===== src/hdl/jsp_pkg.sv =====
`default_nettype none
package jsp_pkg;

  // ----------------------------------------
  // widths and codes
  // ----------------------------------------
  localparam int unsigned IR_W = 4;
  localparam int unsigned DR_W = 8;
  localparam int unsigned FIFO_DEPTH = 16;
  localparam logic [3:0] IR_CAPTURE = 4'h1;
  localparam logic [3:0] IR_RESET_VAL = 4'hf;
  localparam logic [3:0] INSTR_DATA = 4'h2;
  localparam logic [3:0] INSTR_BYPASS = 4'hf;
  localparam logic [7:0] DR_RESET_VAL = 8'h00;
  localparam int unsigned SYNC_STAGES = 2;
  // test clock period in the bench, ns; tck is sampled, not a clock domain
  localparam int unsigned TCK_PERIOD_NS = 64;
  localparam int unsigned MCLK_PERIOD_NS = 8;
  localparam int unsigned TCK_HALF_CYCLES = (TCK_PERIOD_NS / 2) / MCLK_PERIOD_NS;

  // ----------------------------------------
  // tap states
  // ----------------------------------------
  typedef enum logic [3:0] {
    ST_RESET = 4'h0, ST_IDLE = 4'h1, ST_SEL_DR = 4'h2, ST_CAP_DR = 4'h3,
    ST_SH_DR = 4'h4, ST_EX1_DR = 4'h5, ST_PA_DR = 4'h6, ST_EX2_DR = 4'h7,
    ST_UP_DR = 4'h8, ST_SEL_IR = 4'h9, ST_CAP_IR = 4'ha, ST_SH_IR = 4'hb,
    ST_EX1_IR = 4'hc, ST_PA_IR = 4'hd, ST_EX2_IR = 4'he, ST_UP_IR = 4'hf
  } jsp_state_type;

  // ----------------------------------------
  // pin bundle from the test controller
  // ----------------------------------------
  typedef struct packed {
    logic tck;
    logic tms;
    logic tdi;
    logic trst;
    logic emulator_pin_zero;
    logic emulator_pin_one_or_disable;
  } jsp_pins_type;

endpackage
`default_nettype wire


===== src/hdl/jsp_fifo.sv =====
`timescale 1ns/1ps
`default_nettype none
module jsp_fifo #(
  parameter int unsigned WIDTH = 8,
  parameter int unsigned DEPTH = 16
) (
  input wire logic mclk,
  input wire logic srst,
  input wire logic in_valid,
  output logic in_ready,
  input wire logic [WIDTH-1:0] in_data,
  output logic out_valid,
  input wire logic out_ready,
  output logic [WIDTH-1:0] out_data
);

  localparam int unsigned AW = $clog2(DEPTH);

  logic [WIDTH-1:0] mem_ff [DEPTH];
  logic [AW:0] wr_ff, rd_ff, nxt_wr, nxt_rd;
  logic push, pop;

  assign in_ready = (wr_ff - rd_ff) != (AW + 1)'(DEPTH);
  assign out_valid = wr_ff != rd_ff;
  assign out_data = mem_ff[rd_ff[AW-1:0]];
  assign push = in_valid && in_ready;
  assign pop = out_valid && out_ready;

  always_comb
  begin
    nxt_wr = push ? wr_ff + 1'b1 : wr_ff;
    nxt_rd = pop ? rd_ff + 1'b1 : rd_ff;
  end

  always_ff @(posedge mclk)
  begin
    if (srst)
    begin
      wr_ff <= '0;
      rd_ff <= '0;
    end
    else
    begin
      wr_ff <= nxt_wr;
      rd_ff <= nxt_rd;
    end
    if (push)
    begin
      mem_ff[wr_ff[AW-1:0]] <= in_data;
    end
  end
endmodule
`default_nettype wire


===== src/hdl/jsp_tap.sv =====
// Operation
// - sample mode and data on test clock rise
// - data out changes only on falling edge
// - data out floats unless scanning out
// - disable condition low floats data out only with pin zero high and reset pin low
// - reset pin low: port ignored, functional
`timescale 1ns/1ps
`default_nettype none
module jsp_tap #(
  parameter int unsigned WIDTH = jsp_pkg::DR_W,
  parameter int unsigned DEPTH = jsp_pkg::FIFO_DEPTH
) (
  input wire logic mclk,
  input wire logic srst,
  input wire jsp_pkg::jsp_pins_type pins,
  output logic tdo_out,
  output logic tdo_oe,
  input wire logic [WIDTH-1:0] tx_word,
  output logic [WIDTH-1:0] rx_data,
  output logic rx_valid,
  input wire logic rx_ready,
  output logic overflow
);

  // ----------------------------------------
  // pin synchronisers
  // ----------------------------------------
  localparam int unsigned PW = $bits(jsp_pkg::jsp_pins_type);
  jsp_pkg::jsp_pins_type meta_ff, pin_ff;
  logic tck_old_ff;
  logic tck_rise, tck_fall, off_now, trst_on;

  always_ff @(posedge mclk)
  begin
    if (srst)
    begin
      meta_ff <= PW'(0);
      pin_ff <= PW'(0);
      tck_old_ff <= 1'b0;
    end
    else
    begin
      meta_ff <= pins;
      pin_ff <= meta_ff;
      tck_old_ff <= pin_ff.tck;
    end
  end

  assign tck_rise = pin_ff.tck && !tck_old_ff;
  assign tck_fall = !pin_ff.tck && tck_old_ff;
  assign trst_on = pin_ff.trst;
  // off only counts when the controller also forces the reset pin low
  assign off_now = !pin_ff.trst && pin_ff.emulator_pin_zero
    && !pin_ff.emulator_pin_one_or_disable;

  // ----------------------------------------
  // tap state machine
  // ----------------------------------------
  function automatic jsp_pkg::jsp_state_type tap_next(
    input jsp_pkg::jsp_state_type s, input logic m);
    case (s)
      jsp_pkg::ST_RESET: tap_next = m ? jsp_pkg::ST_RESET : jsp_pkg::ST_IDLE;
      jsp_pkg::ST_IDLE: tap_next = m ? jsp_pkg::ST_SEL_DR : jsp_pkg::ST_IDLE;
      jsp_pkg::ST_SEL_DR: tap_next = m ? jsp_pkg::ST_SEL_IR : jsp_pkg::ST_CAP_DR;
      jsp_pkg::ST_CAP_DR: tap_next = m ? jsp_pkg::ST_EX1_DR : jsp_pkg::ST_SH_DR;
      jsp_pkg::ST_SH_DR: tap_next = m ? jsp_pkg::ST_EX1_DR : jsp_pkg::ST_SH_DR;
      jsp_pkg::ST_EX1_DR: tap_next = m ? jsp_pkg::ST_UP_DR : jsp_pkg::ST_PA_DR;
      jsp_pkg::ST_PA_DR: tap_next = m ? jsp_pkg::ST_EX2_DR : jsp_pkg::ST_PA_DR;
      jsp_pkg::ST_EX2_DR: tap_next = m ? jsp_pkg::ST_UP_DR : jsp_pkg::ST_SH_DR;
      jsp_pkg::ST_UP_DR: tap_next = m ? jsp_pkg::ST_SEL_DR : jsp_pkg::ST_IDLE;
      jsp_pkg::ST_SEL_IR: tap_next = m ? jsp_pkg::ST_RESET : jsp_pkg::ST_CAP_IR;
      jsp_pkg::ST_CAP_IR: tap_next = m ? jsp_pkg::ST_EX1_IR : jsp_pkg::ST_SH_IR;
      jsp_pkg::ST_SH_IR: tap_next = m ? jsp_pkg::ST_EX1_IR : jsp_pkg::ST_SH_IR;
      jsp_pkg::ST_EX1_IR: tap_next = m ? jsp_pkg::ST_UP_IR : jsp_pkg::ST_PA_IR;
      jsp_pkg::ST_PA_IR: tap_next = m ? jsp_pkg::ST_EX2_IR : jsp_pkg::ST_PA_IR;
      jsp_pkg::ST_EX2_IR: tap_next = m ? jsp_pkg::ST_UP_IR : jsp_pkg::ST_SH_IR;
      jsp_pkg::ST_UP_IR: tap_next = m ? jsp_pkg::ST_SEL_DR : jsp_pkg::ST_IDLE;
      default: tap_next = jsp_pkg::ST_RESET;
    endcase
  endfunction

  jsp_pkg::jsp_state_type st_ff, nxt_st;
  logic [jsp_pkg::IR_W-1:0] ir_sh_ff, ir_ff, nxt_ir_sh, nxt_ir;
  logic [WIDTH-1:0] dr_ff, nxt_dr;
  logic byp_ff, nxt_byp;
  logic sel_data, push_valid, push_ready, ovf_ff, nxt_ovf;

  assign sel_data = ir_ff == jsp_pkg::INSTR_DATA;

  always_comb
  begin
    nxt_st = st_ff;
    nxt_ir_sh = ir_sh_ff;
    nxt_ir = ir_ff;
    nxt_dr = dr_ff;
    nxt_byp = byp_ff;
    nxt_ovf = ovf_ff;
    push_valid = 1'b0;
    if (!trst_on)
    begin
      // port pins are ignored entirely while the reset pin is low
      nxt_st = jsp_pkg::ST_RESET;
      nxt_ir = jsp_pkg::IR_RESET_VAL;
    end
    else if (tck_rise)
    begin
      nxt_st = tap_next(st_ff, pin_ff.tms);
      case (st_ff)
        jsp_pkg::ST_RESET: nxt_ir = jsp_pkg::IR_RESET_VAL;
        jsp_pkg::ST_CAP_IR: nxt_ir_sh = jsp_pkg::IR_CAPTURE;
        jsp_pkg::ST_SH_IR: nxt_ir_sh = {pin_ff.tdi, ir_sh_ff[jsp_pkg::IR_W-1:1]};
        jsp_pkg::ST_UP_IR: nxt_ir = ir_sh_ff;
        jsp_pkg::ST_CAP_DR:
        begin
          nxt_dr = tx_word;
          nxt_byp = 1'b0;
        end
        jsp_pkg::ST_SH_DR:
        begin
          if (sel_data)
          begin
            nxt_dr = {pin_ff.tdi, dr_ff[WIDTH-1:1]};
          end
          else
          begin
            nxt_byp = pin_ff.tdi;
          end
        end
        jsp_pkg::ST_UP_DR:
        begin
          // tck cannot be stalled, so a word meeting a full fifo is lost and flagged
          push_valid = sel_data;
          nxt_ovf = ovf_ff || (sel_data && !push_ready);
        end
        default: nxt_st = nxt_st;
      endcase
    end
  end

  always_ff @(posedge mclk)
  begin
    if (srst)
    begin
      st_ff <= jsp_pkg::ST_RESET;
      ir_sh_ff <= jsp_pkg::IR_RESET_VAL;
      ir_ff <= jsp_pkg::IR_RESET_VAL;
      dr_ff <= jsp_pkg::DR_RESET_VAL;
      byp_ff <= 1'b0;
      ovf_ff <= 1'b0;
    end
    else
    begin
      st_ff <= nxt_st;
      ir_sh_ff <= nxt_ir_sh;
      ir_ff <= nxt_ir;
      dr_ff <= nxt_dr;
      byp_ff <= nxt_byp;
      ovf_ff <= nxt_ovf;
    end
  end

  // ----------------------------------------
  // data out driver
  // ----------------------------------------
  logic tdo_ff, oe_ff, nxt_tdo, nxt_oe, in_shift;

  assign in_shift = st_ff == jsp_pkg::ST_SH_IR || st_ff == jsp_pkg::ST_SH_DR;

  always_comb
  begin
    nxt_tdo = tdo_ff;
    nxt_oe = oe_ff;
    if (tck_fall)
    begin
      nxt_oe = in_shift;
      nxt_tdo = st_ff == jsp_pkg::ST_SH_IR ? ir_sh_ff[0] :
        (sel_data ? dr_ff[0] : byp_ff);
    end
    if (off_now || !trst_on)
    begin
      nxt_oe = 1'b0;
    end
  end

  always_ff @(posedge mclk)
  begin
    if (srst)
    begin
      tdo_ff <= 1'b0;
      oe_ff <= 1'b0;
    end
    else
    begin
      tdo_ff <= nxt_tdo;
      oe_ff <= nxt_oe;
    end
  end

  assign tdo_out = tdo_ff;
  assign tdo_oe = oe_ff;
  assign overflow = ovf_ff;

  // ----------------------------------------
  // received words toward the user side
  // ----------------------------------------
  jsp_fifo #(.WIDTH(WIDTH), .DEPTH(DEPTH)) u_fifo (
    .mclk(mclk),
    .srst(srst),
    .in_valid(push_valid),
    .in_ready(push_ready),
    .in_data(dr_ff),
    .out_valid(rx_valid),
    .out_ready(rx_ready),
    .out_data(rx_data)
  );
endmodule
`default_nettype wire


===== config.mk =====
export PLATFORM = sky130hd
export DESIGN_NAME = jsp_tap
export DESIGN_NICKNAME = d
export VERILOG_FILES = /design/src/hdl/jsp_pkg.sv /design/src/hdl/jsp_fifo.sv /design/src/hdl/jsp_tap.sv
export SDC_FILE = /design/constraint.sdc
export NUM_CORES = 1
export LEC_CHECK = 0
export BUFFER_PORTS_ARGS = -buffer_cell sky130_fd_sc_hd__buf_2
export CELL_PAD_IN_SITES_DETAIL_PLACEMENT = 1
export CELL_PAD_IN_SITES_GLOBAL_PLACEMENT = 1
export CORE_MARGIN = 4
export CORE_UTILIZATION = 56
export DETAILED_ROUTE_END_ITERATION = 8
export PLACE_DENSITY_LB_ADDON = 0.1
export SLEW_MARGIN = 20
export SYNTH_ARGS = -nofsm -noshare
export SYNTH_HDL_FRONTEND = slang
export SYNTH_SLANG_ARGS = --single-unit

===== constraint.sdc =====
create_clock -name mclk -period 5.2 [get_ports mclk]
set_input_delay 1.56 -clock mclk [delete_from_list [all_inputs] [get_ports mclk]]
set_output_delay 1.56 -clock mclk [all_outputs]
set_load 0.02 [all_outputs]

Yosys cells after proc, flatten, opt, wreduce, memory -nomap -nowiden

Memory sizes are Yosys's and may differ from the RTL's. A register that Yosys moved wholly into a read port is not among the register bits.
Cells that the tools add are included.

Flip-flop bits (word level): 47
RAM bits: 128
Input bits: 17
Output and inout port bits: 12
Logic and storage cells: 105
Memories kept: 1

Memory list:

| name          | words | width | read ports | clocked after memory_dff | wr ports | RTL line       | source |
|---|---|---|---|---|---|---|---|
| u_fifo.mem_ff | 16    | 8     | 1          | 1                        | 1        | jsp_fifo.sv:19 | `logic [WIDTH-1:0] mem_ff [DEPTH];` |

Add/sub/neg operators: 3
Equal/unequal tests: 20
Multiplexer cells: 28
Bitwise gates (word level): 1
Reductions and logical operators: 29

Operator list:

| kind                | number |
|---|---|
| $pmux 4 s12         | 1 |
| $eq 4x4->1 const B  | 8 |
| $mux 4              | 6 |
| $eq 4x3->1 const B  | 4 |
| $pmux 4 s2          | 2 |
| $pmux 8 s2          | 1 |
| $eq 4x2->1 const B  | 3 |
| $mux 1              | 11 |
| $add 5x1->5 const B | 2 |
| $mux 8              | 1 |
| $reduce_and 4->1    | 2 |
| $reduce_or 2->1     | 4 |
| $logic_and 1x1->1   | 7 |
| $mux 2              | 3 |
| $mux 3              | 2 |
| $reduce_and 3->1    | 2 |
| $reduce_bool 2->1   | 3 |
| $logic_not 1->1     | 5 |
| $ne 5x5->1          | 1 |
| $ne 5x5->1 const B  | 1 |
| $sub 5x5->5         | 1 |
| $eq 4x1->1 const B  | 1 |
| $logic_not 4->1     | 1 |
| $ne 2x2->1 const B  | 2 |
| other kinds (5)     | 7 |

Depth between registers and ports, before layout

Gate-level depths: netlist of run 1.

Depth after elaboration: 7
Depth in mapped cells: 9
Depth with buffers taken out: 8

Hierarchy

From an unflattened synthesis of run 1, not the netlist that was laid out.

Cells, all modules: 449
Area total of the unflattened synthesis: 7,209.4 um^2

Modules (own cells, without submodules):

| module   | times used | cells an instance | area an instance (um^2) |
|---|---|---|---|
| jsp_fifo | 1          | 281               | 5,664.2 |
| jsp_tap  | 1          | 168               | 1,545.2 |

Least setup slack after synthesis of run 1

No wires, ideal clock.

Kind: reg2out
Start: register with a tool-made name
End: output port rx_data[0]
Data arrival time: 1.874 ns
Path slack: 1.766 ns
Cell stages (with the launch flop): 5
Buffers on the path: 2
Path through: dfxtp_1 clkbuf_1 buf_2 mux4_2 mux4_2

RTL lines:

| element          | RTL line      | source |
|---|---|---|
| end: declaration | jsp_tap.sv:19 | `output logic [WIDTH-1:0] rx_data,` |

==> results of run 1 <==
[through the flow]
stage / setup WS (ns) / instances / cell area, um^2 / utilization (%)
4_1_cts: 0.798 / 659 / 8050 / 63.8
2_1_floorplan: 1.77 / 448 / 7210 / -
3_3_place_gp: 1.29 / 627 / 7480 / 59.3
3_5_place_dp: 1.28 / 627 / 7480 / 59.3
5_1_grt: 0.689 / 659 / 8050 / 63.8
6_report: 0.895 / 659 / 8050 / 63.8
[cells by family after synthesis]
logic type | count (synthesis)
flops | 175
simple gates | 113
compound gates | 62
mux | 51
buf+inv | 31
fa+ha+maj | 9
xor+xnor | 7
[synth_stat cells (all sizes together) (6+ instances only)]
library cell / n / area, um^2
edfxtp: 128 / 3840
dfxtp: 47 / 941
mux4: 40 / 901
nor2: 35 / 151
a21oi: 20 / 100
and3: 15 / 95.1
nand2: 15 / 63.8
nor2b: 15 / 101
clkbuf: 14 / 53.8
mux2i: 11 / 110
a211oi: 9 / 77.6
buf: 9 / 55.1
ha: 9 / 113
o21ai: 9 / 45.0
inv: 7 / 26.3
nor3: 6 / 41.3
[registers in the layout, summed over array words and instances, names as in the netlist, 3 cells and up, named ones only]
name,count
dr_ff,8
ir_ff,4
ir_sh_ff,4
meta_ff,4
pin_ff,3
st_ff,4
u_fifo.mem_ff,128
u_fifo.rd_ff,5
u_fifo.wr_ff,5
[per-layer routing]
metal	routed length, um	vias up
met5	0	-
met4	264	0
met3	946	14
met2	8800	130
met1	6170	2032
li1	-	1809
[power by group]
part           switching, uW  internal, uW  total [uW]
combinational           11.9          9.07        21.0
sequential              2.84          1480        1480
clock                    522           703        1230
[layout make-up]
| cell class | instances | area (um^2) |
|---|---|---|
| clock buffers | 17 | 425 |
| clock inverters | 15 | 144 |
| well taps | 172 | 215 |
| multi-input cells | 242 | 2280 |
| inverters | 7 | 26.3 |
| fillers | 1186 | 4570 |
| repair buffers | 31 | 168 |
| flip-flops and latches | 175 | 4790 |
[worst paths after layout]
check / end / slack (ns) / startpoint
max: rx_data[0] / 0.89 / flip-flop
min: trst_on / 0.44 / meta_ff[2]
max reg2reg: u_fifo.mem_ff[5][1] / 2.07 / u_fifo.rd_ff[1]
min reg2reg: trst_on / 0.44 / meta_ff[2]
[critical path: cells and delay by family (launching register included)]
kind | cells | cell delay [ns]
buf+inv | 2 | 0.50
mux | 2 | 1.03
flops | 1 | 0.78
==> metrics.md, run 1 <==
| Metric | Value |
|---|---|
| Clk buf depth | `2` |
| Gate Count Post-Synth | `448` |
| Pin count of the biggest net entering global routing | `38` |
| IO Pins | `29` |
| Status | `completed` |
| Core ar. | `between 10000 and 15000 um^2` |
| Clk_skew | `0.00772 ns` |
| Max stage delay on crit path | `0.78 ns` |
| Synthesized cell area | `around 7200 um^2` |
| Post-synthesis mux area share | `between 10 and 15%` |
| Crit end category | `output port` |
| CP Launch Type | `flip-flop` |
| Simple-Gate Fraction of Synth Area | `9.43%` |
| Leakage dissipation | `roughly 0.0026 uW` |
| Least-Margin Pin Slew | `0.718 ns` |
| First-pass GRT wire length | `25.9 mm` |
| Clk slew on worst S/H paths | `about 0.06 ns` |
| Clock buffer count from CTS | `17` |
| Largest family of logic cells by synthesized area | `multiplexers` |
| Final Max Slew Viols | `0` |
| DR iter-0 viols | `377` |
| # nets final | `500` |
| Final number of setup-violating endpoints | `0` |
| Htree depth | `4` |
| Library cells used by synthesis | `between 50 and 60` |
| RSZ-0062 raised after global routing | `no` |
| Total power | `between 2000 and 3000 uW` |
| Post-synthesis sequential area ratio | `about 66%` |
| Final estimated routing congestion in global placement | `between 0.7 and 0.8` |
| Syn Area/Cell | `approximately 16 um^2` |
| Max cap viols | `0` |
| Hold slack | `between 0.4 and 0.5 ns` |
| GR Util met3 | `4.38%` |
| CTS tree | `done` |
| HP Class | `reg -> reg` |
| Asr flop ratio synth | `0%` |
| Total GRT Usage | `between 20% and 30%` |
| Worst-path cell with the longest stage delay | `dfxtp_2` |
| Final ANT Viol Nets | `0` |
| Max Fclk | `between 0.2 and 0.25 GHz` |
| Layout cells sized above 1 | `roughly a quarter` |
| Busiest layer in global routing | `met2` |
| Top FF cell, synth | `edfxtp_1` |
| CP Data Required Time | `between 3 and 4 ns` |
| Global-route met2 utilization | `42.1%` |
| Routed vias | `3985` |
| Yosys warns | `0` |
| CP dominant cell by count | `mux4_2` |
| Worst VDD drop | `0.245 mV` |
| Initial Util | `57.1%` |
| Layout area overhead | `11.7%` |
| PD cells | `339 nW/um^2` |
| Critical path fanouts, max | `19` |
| Die Y | `between 100 and 150 um` |
| Number of global-route vias before repair | `4459` |
| Clock sinks | `~180` |
| HPWL after detailed placement | `10.3 mm` |
| Post-CTS Setup Bufs | `0` |
| Antenna violations before repair | `0` |
| Relative slew margins | `between 50% and 60%` |
| Adder-Cell Fraction of Synth Area | `1.56%` |
| EDFF count, synth | `128` |
| Hold path depth | `1` |
| Routed WL | `~16 mm` |
| Port-buffer cells | `26` |
| Root Buffer | `clkbuf_16` |
| Routed vias/inst | `6.05` |
| Most common cell after layout, fill and taps aside | `edfxtp_1` |
| GR Layer Usage met1 | `31.1%` |
| Die area | `14700 um^2` |
| Flops & latches, synth | `between 150 and 200` |
| Gr ovfl total | `0` |
| ANT cells | `0` |
| Clk_lat worst skew | `~0.43 ns` |
| Most frequent cells in the layout | `edfxtp_1 (128), dfxtp_1 (46), mux4_2 (40), nor2_1 (31), buf_2 (26)` |
| Post-Synth XOR/XNOR Area | `less than 1%` |
| Crit path DAT | `2.75 ns` |
| Die Width | `roughly 120 um` |
| Resized cells post-CTS | `0` |
| Worst-path cell chain | `buf_4 -> mux4_2 -> mux4_2 -> buf_2` |
| TNS Setup | `0 ns` |
| Depth of the most critical reg-to-reg path | `8` |
| DRT Pass-1 Iters | `4` |
| Routed wire length per instance | `roughly 25 um` |
| Final hold viol count | `0` |
| CP Class | `reg -> out` |
| Hold-fix buffers, CTS | `0` |
| Syn nets | `about 470` |
| Fin crit share | `around 83%` |
| FP Rows | `41` |
| Drt drc | `0` |
| Compound-Gate Fraction of Synth Area | `5.73%` |
| Min Tclk post-route | `about 4.3 ns` |
No activity file was read; power rests on OpenSTA's default activity.
==> inputs of run 2 (changes only) <==
--- a/config.mk
+++ b/config.mk
@@ -5,11 +5,12 @@
 export SDC_FILE = /design/constraint.sdc
 export NUM_CORES = 1
 export LEC_CHECK = 0
+export ABC_AREA = 1
 export BUFFER_PORTS_ARGS = -buffer_cell sky130_fd_sc_hd__buf_2
 export CELL_PAD_IN_SITES_DETAIL_PLACEMENT = 1
 export CELL_PAD_IN_SITES_GLOBAL_PLACEMENT = 1
 export CORE_MARGIN = 4
-export CORE_UTILIZATION = 56
+export CORE_UTILIZATION = 45
 export DETAILED_ROUTE_END_ITERATION = 8
 export PLACE_DENSITY_LB_ADDON = 0.1
 export SLEW_MARGIN = 20
==> constraint.sdc (replaced) <==
create_clock -name mclk -period 3.6 [get_ports mclk]
set_input_delay 1.08 -clock mclk [delete_from_list [all_inputs] [get_ports mclk]]
set_output_delay 1.08 -clock mclk [all_outputs]
set_load 0.02 [all_outputs]
==> run 2 against run 1 <==
Utilization shrank 12 points. Sequential cell count unchanged. Synthesized area up 5.9%. Largest power group unchanged.
==> metrics.md, run 2 <==
| Metric | Value |
|---|---|
| DP Worst Slack | `approximately 0.67 ns` |
| Hold-fix buffers, CTS | `0` |
| CP Data Required Time | `between 2 and 3 ns` |
| Synth top area cells | `edfxtp_1 (50%), dfxtp_1 (12%), inv_1 (4.2%)` |
| Critical path fanouts, max | `51` |
| Most common cell after layout, fill and taps aside | `edfxtp_1` |
| Max Fclk | `around 0.30 GHz` |
| Clk_lat worst skew | `approximately 0.44 ns` |
| TNS Setup | `0 ns` |
| Final hold viol count | `0` |
| Final ANT Viol Nets | `0` |
| ANT cells | `0` |
| Routed wire length per instance | `approximately 18 um` |
| Drt drc | `0` |
| Die Y | `about 140 um` |
| Clock buffer count from CTS | `17` |
| Die Width | `~140 um` |
| Core ar. | `roughly 17000 um^2` |
| Initial Util | `46.0%` |
| IO Pins | `29` |
| Worst-path cell with the longest stage delay | `dfxtp_4` |
| Max cap viols | `0` |
| Max stage delay on crit path | `roughly 0.57 ns` |
| Post-CTS Setup Bufs | `0` |
| Clk_skew | `about 0.011 ns` |
| Number of global-route vias before repair | `between 5000 and 6000` |
| Syn nets | `730` |
| Gate Count Post-Synth | `around 700` |
| Fin crit share | `approximately 94%` |
| Worst-path cell chain | `buf_12 -> buf_4 -> a21oi_1 -> o21ai_0 -> o211ai_1 -> o211ai_1 -> nand2_1 -> buf_2` |
| Final estimated routing congestion in global placement | `roughly 0.83` |
| Routed WL | `about 17 mm` |
| Crit end category | `output port` |
| Most frequent cells in the layout | `edfxtp_1 (128), inv_1 (86), nand2_1 (84), o21ai_0 (58), a21oi_1 (53)` |
| DRT Pass-1 Iters | `4` |
| Max FFs per register | `between 100 and 150` |
| Worst VDD drop | `0.325 mV` |
| Synth cell count leaders | `edfxtp_1 (128), inv_1 (86), nand2_1 (84)` |
| Resized cells post-CTS | `0` |
| DR iter-0 viols | `about 270` |
| Port-buffer cells | `26` |
| Flops & latches, synth | `175` |
| Syn Area/Cell | `10.8 um^2` |
| Routed vias/inst | `~5.2` |
| Top-area cell type share of the netlist area | `between 50% and 60%` |
| Root Buffer | `clkbuf_16` |
| Min Tclk post-route | `approximately 3.4 ns` |
| PD cells | `between 400 and 500 nW/um^2` |
| Status | `completed` |
| First-pass GRT wire length | `approximately 28 mm` |
| RSZ-0062 raised after global routing | `no` |
| CTS tree | `done` |
| Final Max Slew Viols | `0` |
| Layout cells sized above 1 | `between 10 and 15%` |
| HPWL after detailed placement | `12.0 mm` |
| Synthesized cell area | `around 7600 um^2` |
| Antenna violations before repair | `0` |
| CP Class | `reg -> out` |
| Yosys warns | `0` |
| Asr flop ratio synth | `0%` |
| Leakage dissipation | `approximately 0.0031 uW` |
| Pin count of the biggest net entering global routing | `52` |
| Routed vias | `approximately 5000` |
| Relative slew margins | `between 40% and 50%` |
| Post-synthesis sequential area ratio | `around 63%` |
| Least-Margin Pin Slew | `0.871 ns` |
| CP dominant cell by count | `o211ai_1` |
| Synth area leader | `edfxtp_1` |
| # nets final | `around 760` |
| Placed Cells | `930` |
| FP Rows | `47` |
| Total power | `4250 uW` |
| Final number of setup-violating endpoints | `0` |
| Total GRT Usage | `a little under a fifth` |
| Htree depth | `4` |
| Worst Slack Setup Final | `roughly 0.22 ns` |
| Top FF cell, synth | `edfxtp_1` |
| HP Class | `reg -> reg` |
| Most frequent cell after synthesis | `edfxtp_1` |
| Die area | `between 15000 and 20000 um^2` |
| Crit path DAT | `2.30 ns` |
| EDFF count, synth | `128` |
| Gr ovfl total | `0` |
| CP Launch Type | `flip-flop` |
| Post-route insts no fill | `between 900 and 1000` |
| Clk slew on worst S/H paths | `0.07 ns` |
| Clk buf depth | `2` |
| Layout area overhead | `12.4%` |
| Clock sinks | `about 180` |
| Library cells used by synthesis | `37` |
[run 2: worst max-delay path: cells and delay by family (launching register included)]
kind	cells	cell delay (ns)
AO/OA/AOI/OAI	4	0.46
flip-flops	1	0.57
AND/OR/NAND/NOR	1	0.09
buffers and inverters	3	0.71
[run 2: cell families after synthesis]
| family | synth area share, % |
|---|---|
| buf+inv | 6.56 |
| simple gates | 11.2 |
| fa+ha+maj | 1.48 |
| flops | 62.7 |
| compound gates | 13.3 |
| xor+xnor | 0.574 |
| mux | 4.20 |
[run 2: power by group]
part           internal, uW  switching [uW]  total (uW)
Combinational          76.1             133         209
Clock                  1100             794        1890
Sequential             2140            11.9        2150
Total                  3310             938        4250
[run 2: path summary, 6_finish.rpt]
path                    from                   to  slack (ns)  cells past startpoint
max                flip-flop           rx_data[3]        0.22                      8
min               meta_ff[5]            pin_ff[5]        0.41                      2
max reg2reg  u_fifo.wr_ff[0]  u_fifo.mem_ff[5][4]        0.81                     13
min reg2reg       meta_ff[5]            pin_ff[5]        0.41                      2
[run 2: final cells by class]
cell class / count / area [um^2]
fill: 1840 / 8000
multi-input combinational: 407 / 2350
timing repair buffer: 35 / 210
clock buffer: 17 / 425
inverter: 93 / 354
clock inverter: 15 / 180
sequential: 175 / 4790
tap: 220 / 275
[run 2: metal layers]
layer	part of all wire (%)	vias up	track usage (%)
met4	1.7	0	6.29
met3	2.6	20	3.90
li1	-	2498	-
met2	53	56	34.5
met5	0	-	0
met1	43	2450	22.3
[run 2: through the flow]
step | hold WS, ns | area, um^2 | util, %
finish | 0.410 | 8580 | 51.7
global route | 0.437 | 8580 | 51.7
CTS | 0.413 | 8580 | 51.7
detailed placement | 0.401 | 7970 | 48.1
global placement | 0.399 | 7970 | 48.1
floorplan | 0.388 | 7630 | -
==> inputs of run 3 (changes only) <==
--- a/config.mk
+++ b/config.mk
@@ -10,7 +10,7 @@
 export CELL_PAD_IN_SITES_DETAIL_PLACEMENT = 1
 export CELL_PAD_IN_SITES_GLOBAL_PLACEMENT = 1
 export CORE_MARGIN = 4
-export CORE_UTILIZATION = 45
+export CORE_UTILIZATION = 49
 export DETAILED_ROUTE_END_ITERATION = 8
 export PLACE_DENSITY_LB_ADDON = 0.1
 export SLEW_MARGIN = 20
==> constraint.sdc (replaced) <==
create_clock -name mclk -period 3.3 [get_ports mclk]
set_input_delay 0.99 -clock mclk [delete_from_list [all_inputs] [get_ports mclk]]
set_output_delay 0.99 -clock mclk [all_outputs]
set_load 0.02 [all_outputs]
==> run 3 against run 2 <==
Die area decreased by 7.7%. Sequential cell count unchanged. Via count increased by 3.1%. Global-route usage increased by 1.3 points. First-iteration DRC count increased by 3.7%. Critical path depth decreased by 2. Clock-buffer cell count unchanged. Final area increased by 1.5%. Sequential share of layout area decreased by 0.82 points. Cell count decreased by 1.9%. Critical path type unchanged.
==> metrics.md, run 3 (synthesis gave the netlist of run 2 again) <==
| Metric | Value |
|---|---|
| Seq pwr share | `49.1%` |
| Max Fclk | `0.328 GHz` |
| Port-buffer cells | `26` |
| Total GRT Usage | `approximately a fifth` |
| P_sw | `around 1000 uW` |
| Root Buffer | `clkbuf_16` |
| Final number of setup-violating endpoints | `0` |
| Comb power frac | `4.8%` |
| Worst VDD drop | `just over 0.4 mV` |
| Hold EP | `trst_on` |
| Resized cells post-CTS | `0` |
| Clock power share | `approximately 46%` |
| Flop2flop setup slack | `0.66 ns` |
| Gr ovfl total | `0` |
| Clk_lat worst skew | `around 0.43 ns` |
| HPWL after detailed placement | `11.9 mm` |
| Routed WL | `17.1 mm` |
| Crit end category | `output port` |
| DRT Pass-1 Iters | `4` |
| Number of global-route vias before repair | `roughly 5600` |
| Final Max Slew Viols | `0` |
| Routed vias/inst | `around 5.5` |
| Initial Util | `50.2%` |
| Most common cell after layout, fill and taps aside | `edfxtp_1` |
| Fin crit share | `92.3%` |
| Status | `completed` |
| Switching portion of total power | `around a fifth` |
| Final Util | `57.3%` |
| Most frequent cells in the layout | `edfxtp_1 (128), inv_1 (86), nand2_1 (84), o21ai_0 (58), a21oi_1 (53)` |
| # nets final | `roughly 770` |
| Antenna violations before repair | `0` |
| Crit path DAT | `between 2 and 2.5 ns` |
| Clock sinks | `roughly 180` |
| Core ar. | `15200 um^2` |
| Min Tclk post-route | `3.05 ns` |
| Max FFs per register | `128` |
| CP Class | `reg -> out` |
| Int Power | `about 3800 uW` |
| Pin count of the biggest net entering global routing | `34` |
| RSZ-0062 raised after global routing | `no` |
| Relative slew margins | `just under 50%` |
| FP Rows | `45` |
| Clk_skew | `approximately 0.011 ns` |
| Leakage dissipation | `around 0.0032 uW` |
| Htree depth | `4` |
| First-pass GRT wire length | `~28 mm` |
| Least-Margin Pin Slew | `0.776 ns` |
| ANT cells | `0` |
| Clk slew on worst S/H paths | `0.07 ns` |
| Routed vias | `a little over 5000` |
| PD cells | `between 500 and 600 nW/um^2` |
| Critical path fanouts, max | `28` |
| Hold Startpoint | `meta_ff[2]` |
| Layout cells sized above 1 | `15.1%` |
| Die Width | `about 130 um` |
| Clk buf depth | `2` |
| Final hold viol count | `0` |
| Post-CTS Setup Bufs | `0` |
| IO Pins | `29` |
| CP Data Required Time | `roughly 2.3 ns` |
| Drt drc | `0` |
| Die Y | `between 100 and 150 um` |
| Clock buffer count from CTS | `17` |
| CP Launch Type | `flip-flop` |
| Final ANT Viol Nets | `0` |
| Layout area overhead | `14.1%` |
| Die area | `between 15000 and 20000 um^2` |
| DR iter-0 viols | `283` |
| Routed wire length per instance | `approximately 18 um` |
| Hold-fix buffers, CTS | `0` |
| Max cap viols | `0` |
| Hold path depth | `2` |
| CTS tree | `done` |
| Reg2Reg Capture Point | `u_fifo.mem_ff[14][0]` |
| Depth of the most critical reg-to-reg path | `10` |
| Final estimated routing congestion in global placement | `0.893` |
| TNS Setup | `0 ns` |
| Worst R2R Start | `u_fifo.wr_ff[2]` |
| HP Class | `reg -> reg` |
run 3: cell count changes in the layout (fill, tap and decap cells not counted):
cell | previous run | this run
clkinvlp_4 | 2 | 0
buf_4 | 8 | 21
bufinv_16 | 3 | 5
inv_6 | 6 | 4
inv_8 | 0 | 2
buf_12 | 1 | 2
run 3: final cells by class:
| class | count | area (um^2) |
|---|---|---|
| tap | 188 | 235 |
| clock inverter | 15 | 230 |
| sequential | 175 | 4790 |
| multi-input combinational | 407 | 2350 |
| fill | 1645 | 6490 |
| inverter | 93 | 354 |
| clock buffer | 17 | 425 |
| timing repair buffer | 49 | 328 |
run 3: per-layer routing:
layer | share of wire (%) | GRT usage [%] | wire, um
met4 | 1.3 | 5.72 | 231
met3 | 3.0 | 4.03 | 515
met2 | 54 | 37.0 | 9240
met1 | 42 | 24.0 | 7140
met5 | 0 | 0 | 0
run 3: how the worst max path moves through the flow:
stage,to,slack (ns),cells past startpoint
finish,rx_data[0],0.25,6
global placement,rx_data[7],0.69,6
floorplan,rx_data[0],1.0,7
global route,rx_data[7],0.02,7
CTS,rx_data[7],0.21,6
detailed placement,u_fifo.mem_ff[14][3],0.62,10
run 3: power by group through the flow:
stage                     logic [uW]  clock network [uW]  registers (uW)
final                            228                2210            2350
after global routing             257                2350            2350
after CTS                        231                2250            2350
after detailed placement         228                   0            2400
after global placement           221                   0            2400
after floorplan                  170                   0            2390
run 3: through the flow:
stage          power (uW)  cells  cell area (um^2)  hold slack [ns]  setup WS [ns]
5_1_grt              4960    944              8710            0.441         0.0197
3_3_place_gp         2620    912              8050            0.400          0.690
2_1_floorplan        2560    704              7630            0.388           1.00
6_report             4780    944              8710            0.411          0.254
4_1_cts              4830    944              8710            0.418          0.214
3_5_place_dp         2630    912              8050            0.407          0.618
run 3: critical path, stage by stage, from the launching register on:
cell and delay [ns]:
dfxtp_4 0.59, buf_4 0.28, mux2i_1 0.20, o21ai_0 0.09, o211ai_1 0.18, nand2_1 0.11, buf_2 0.18
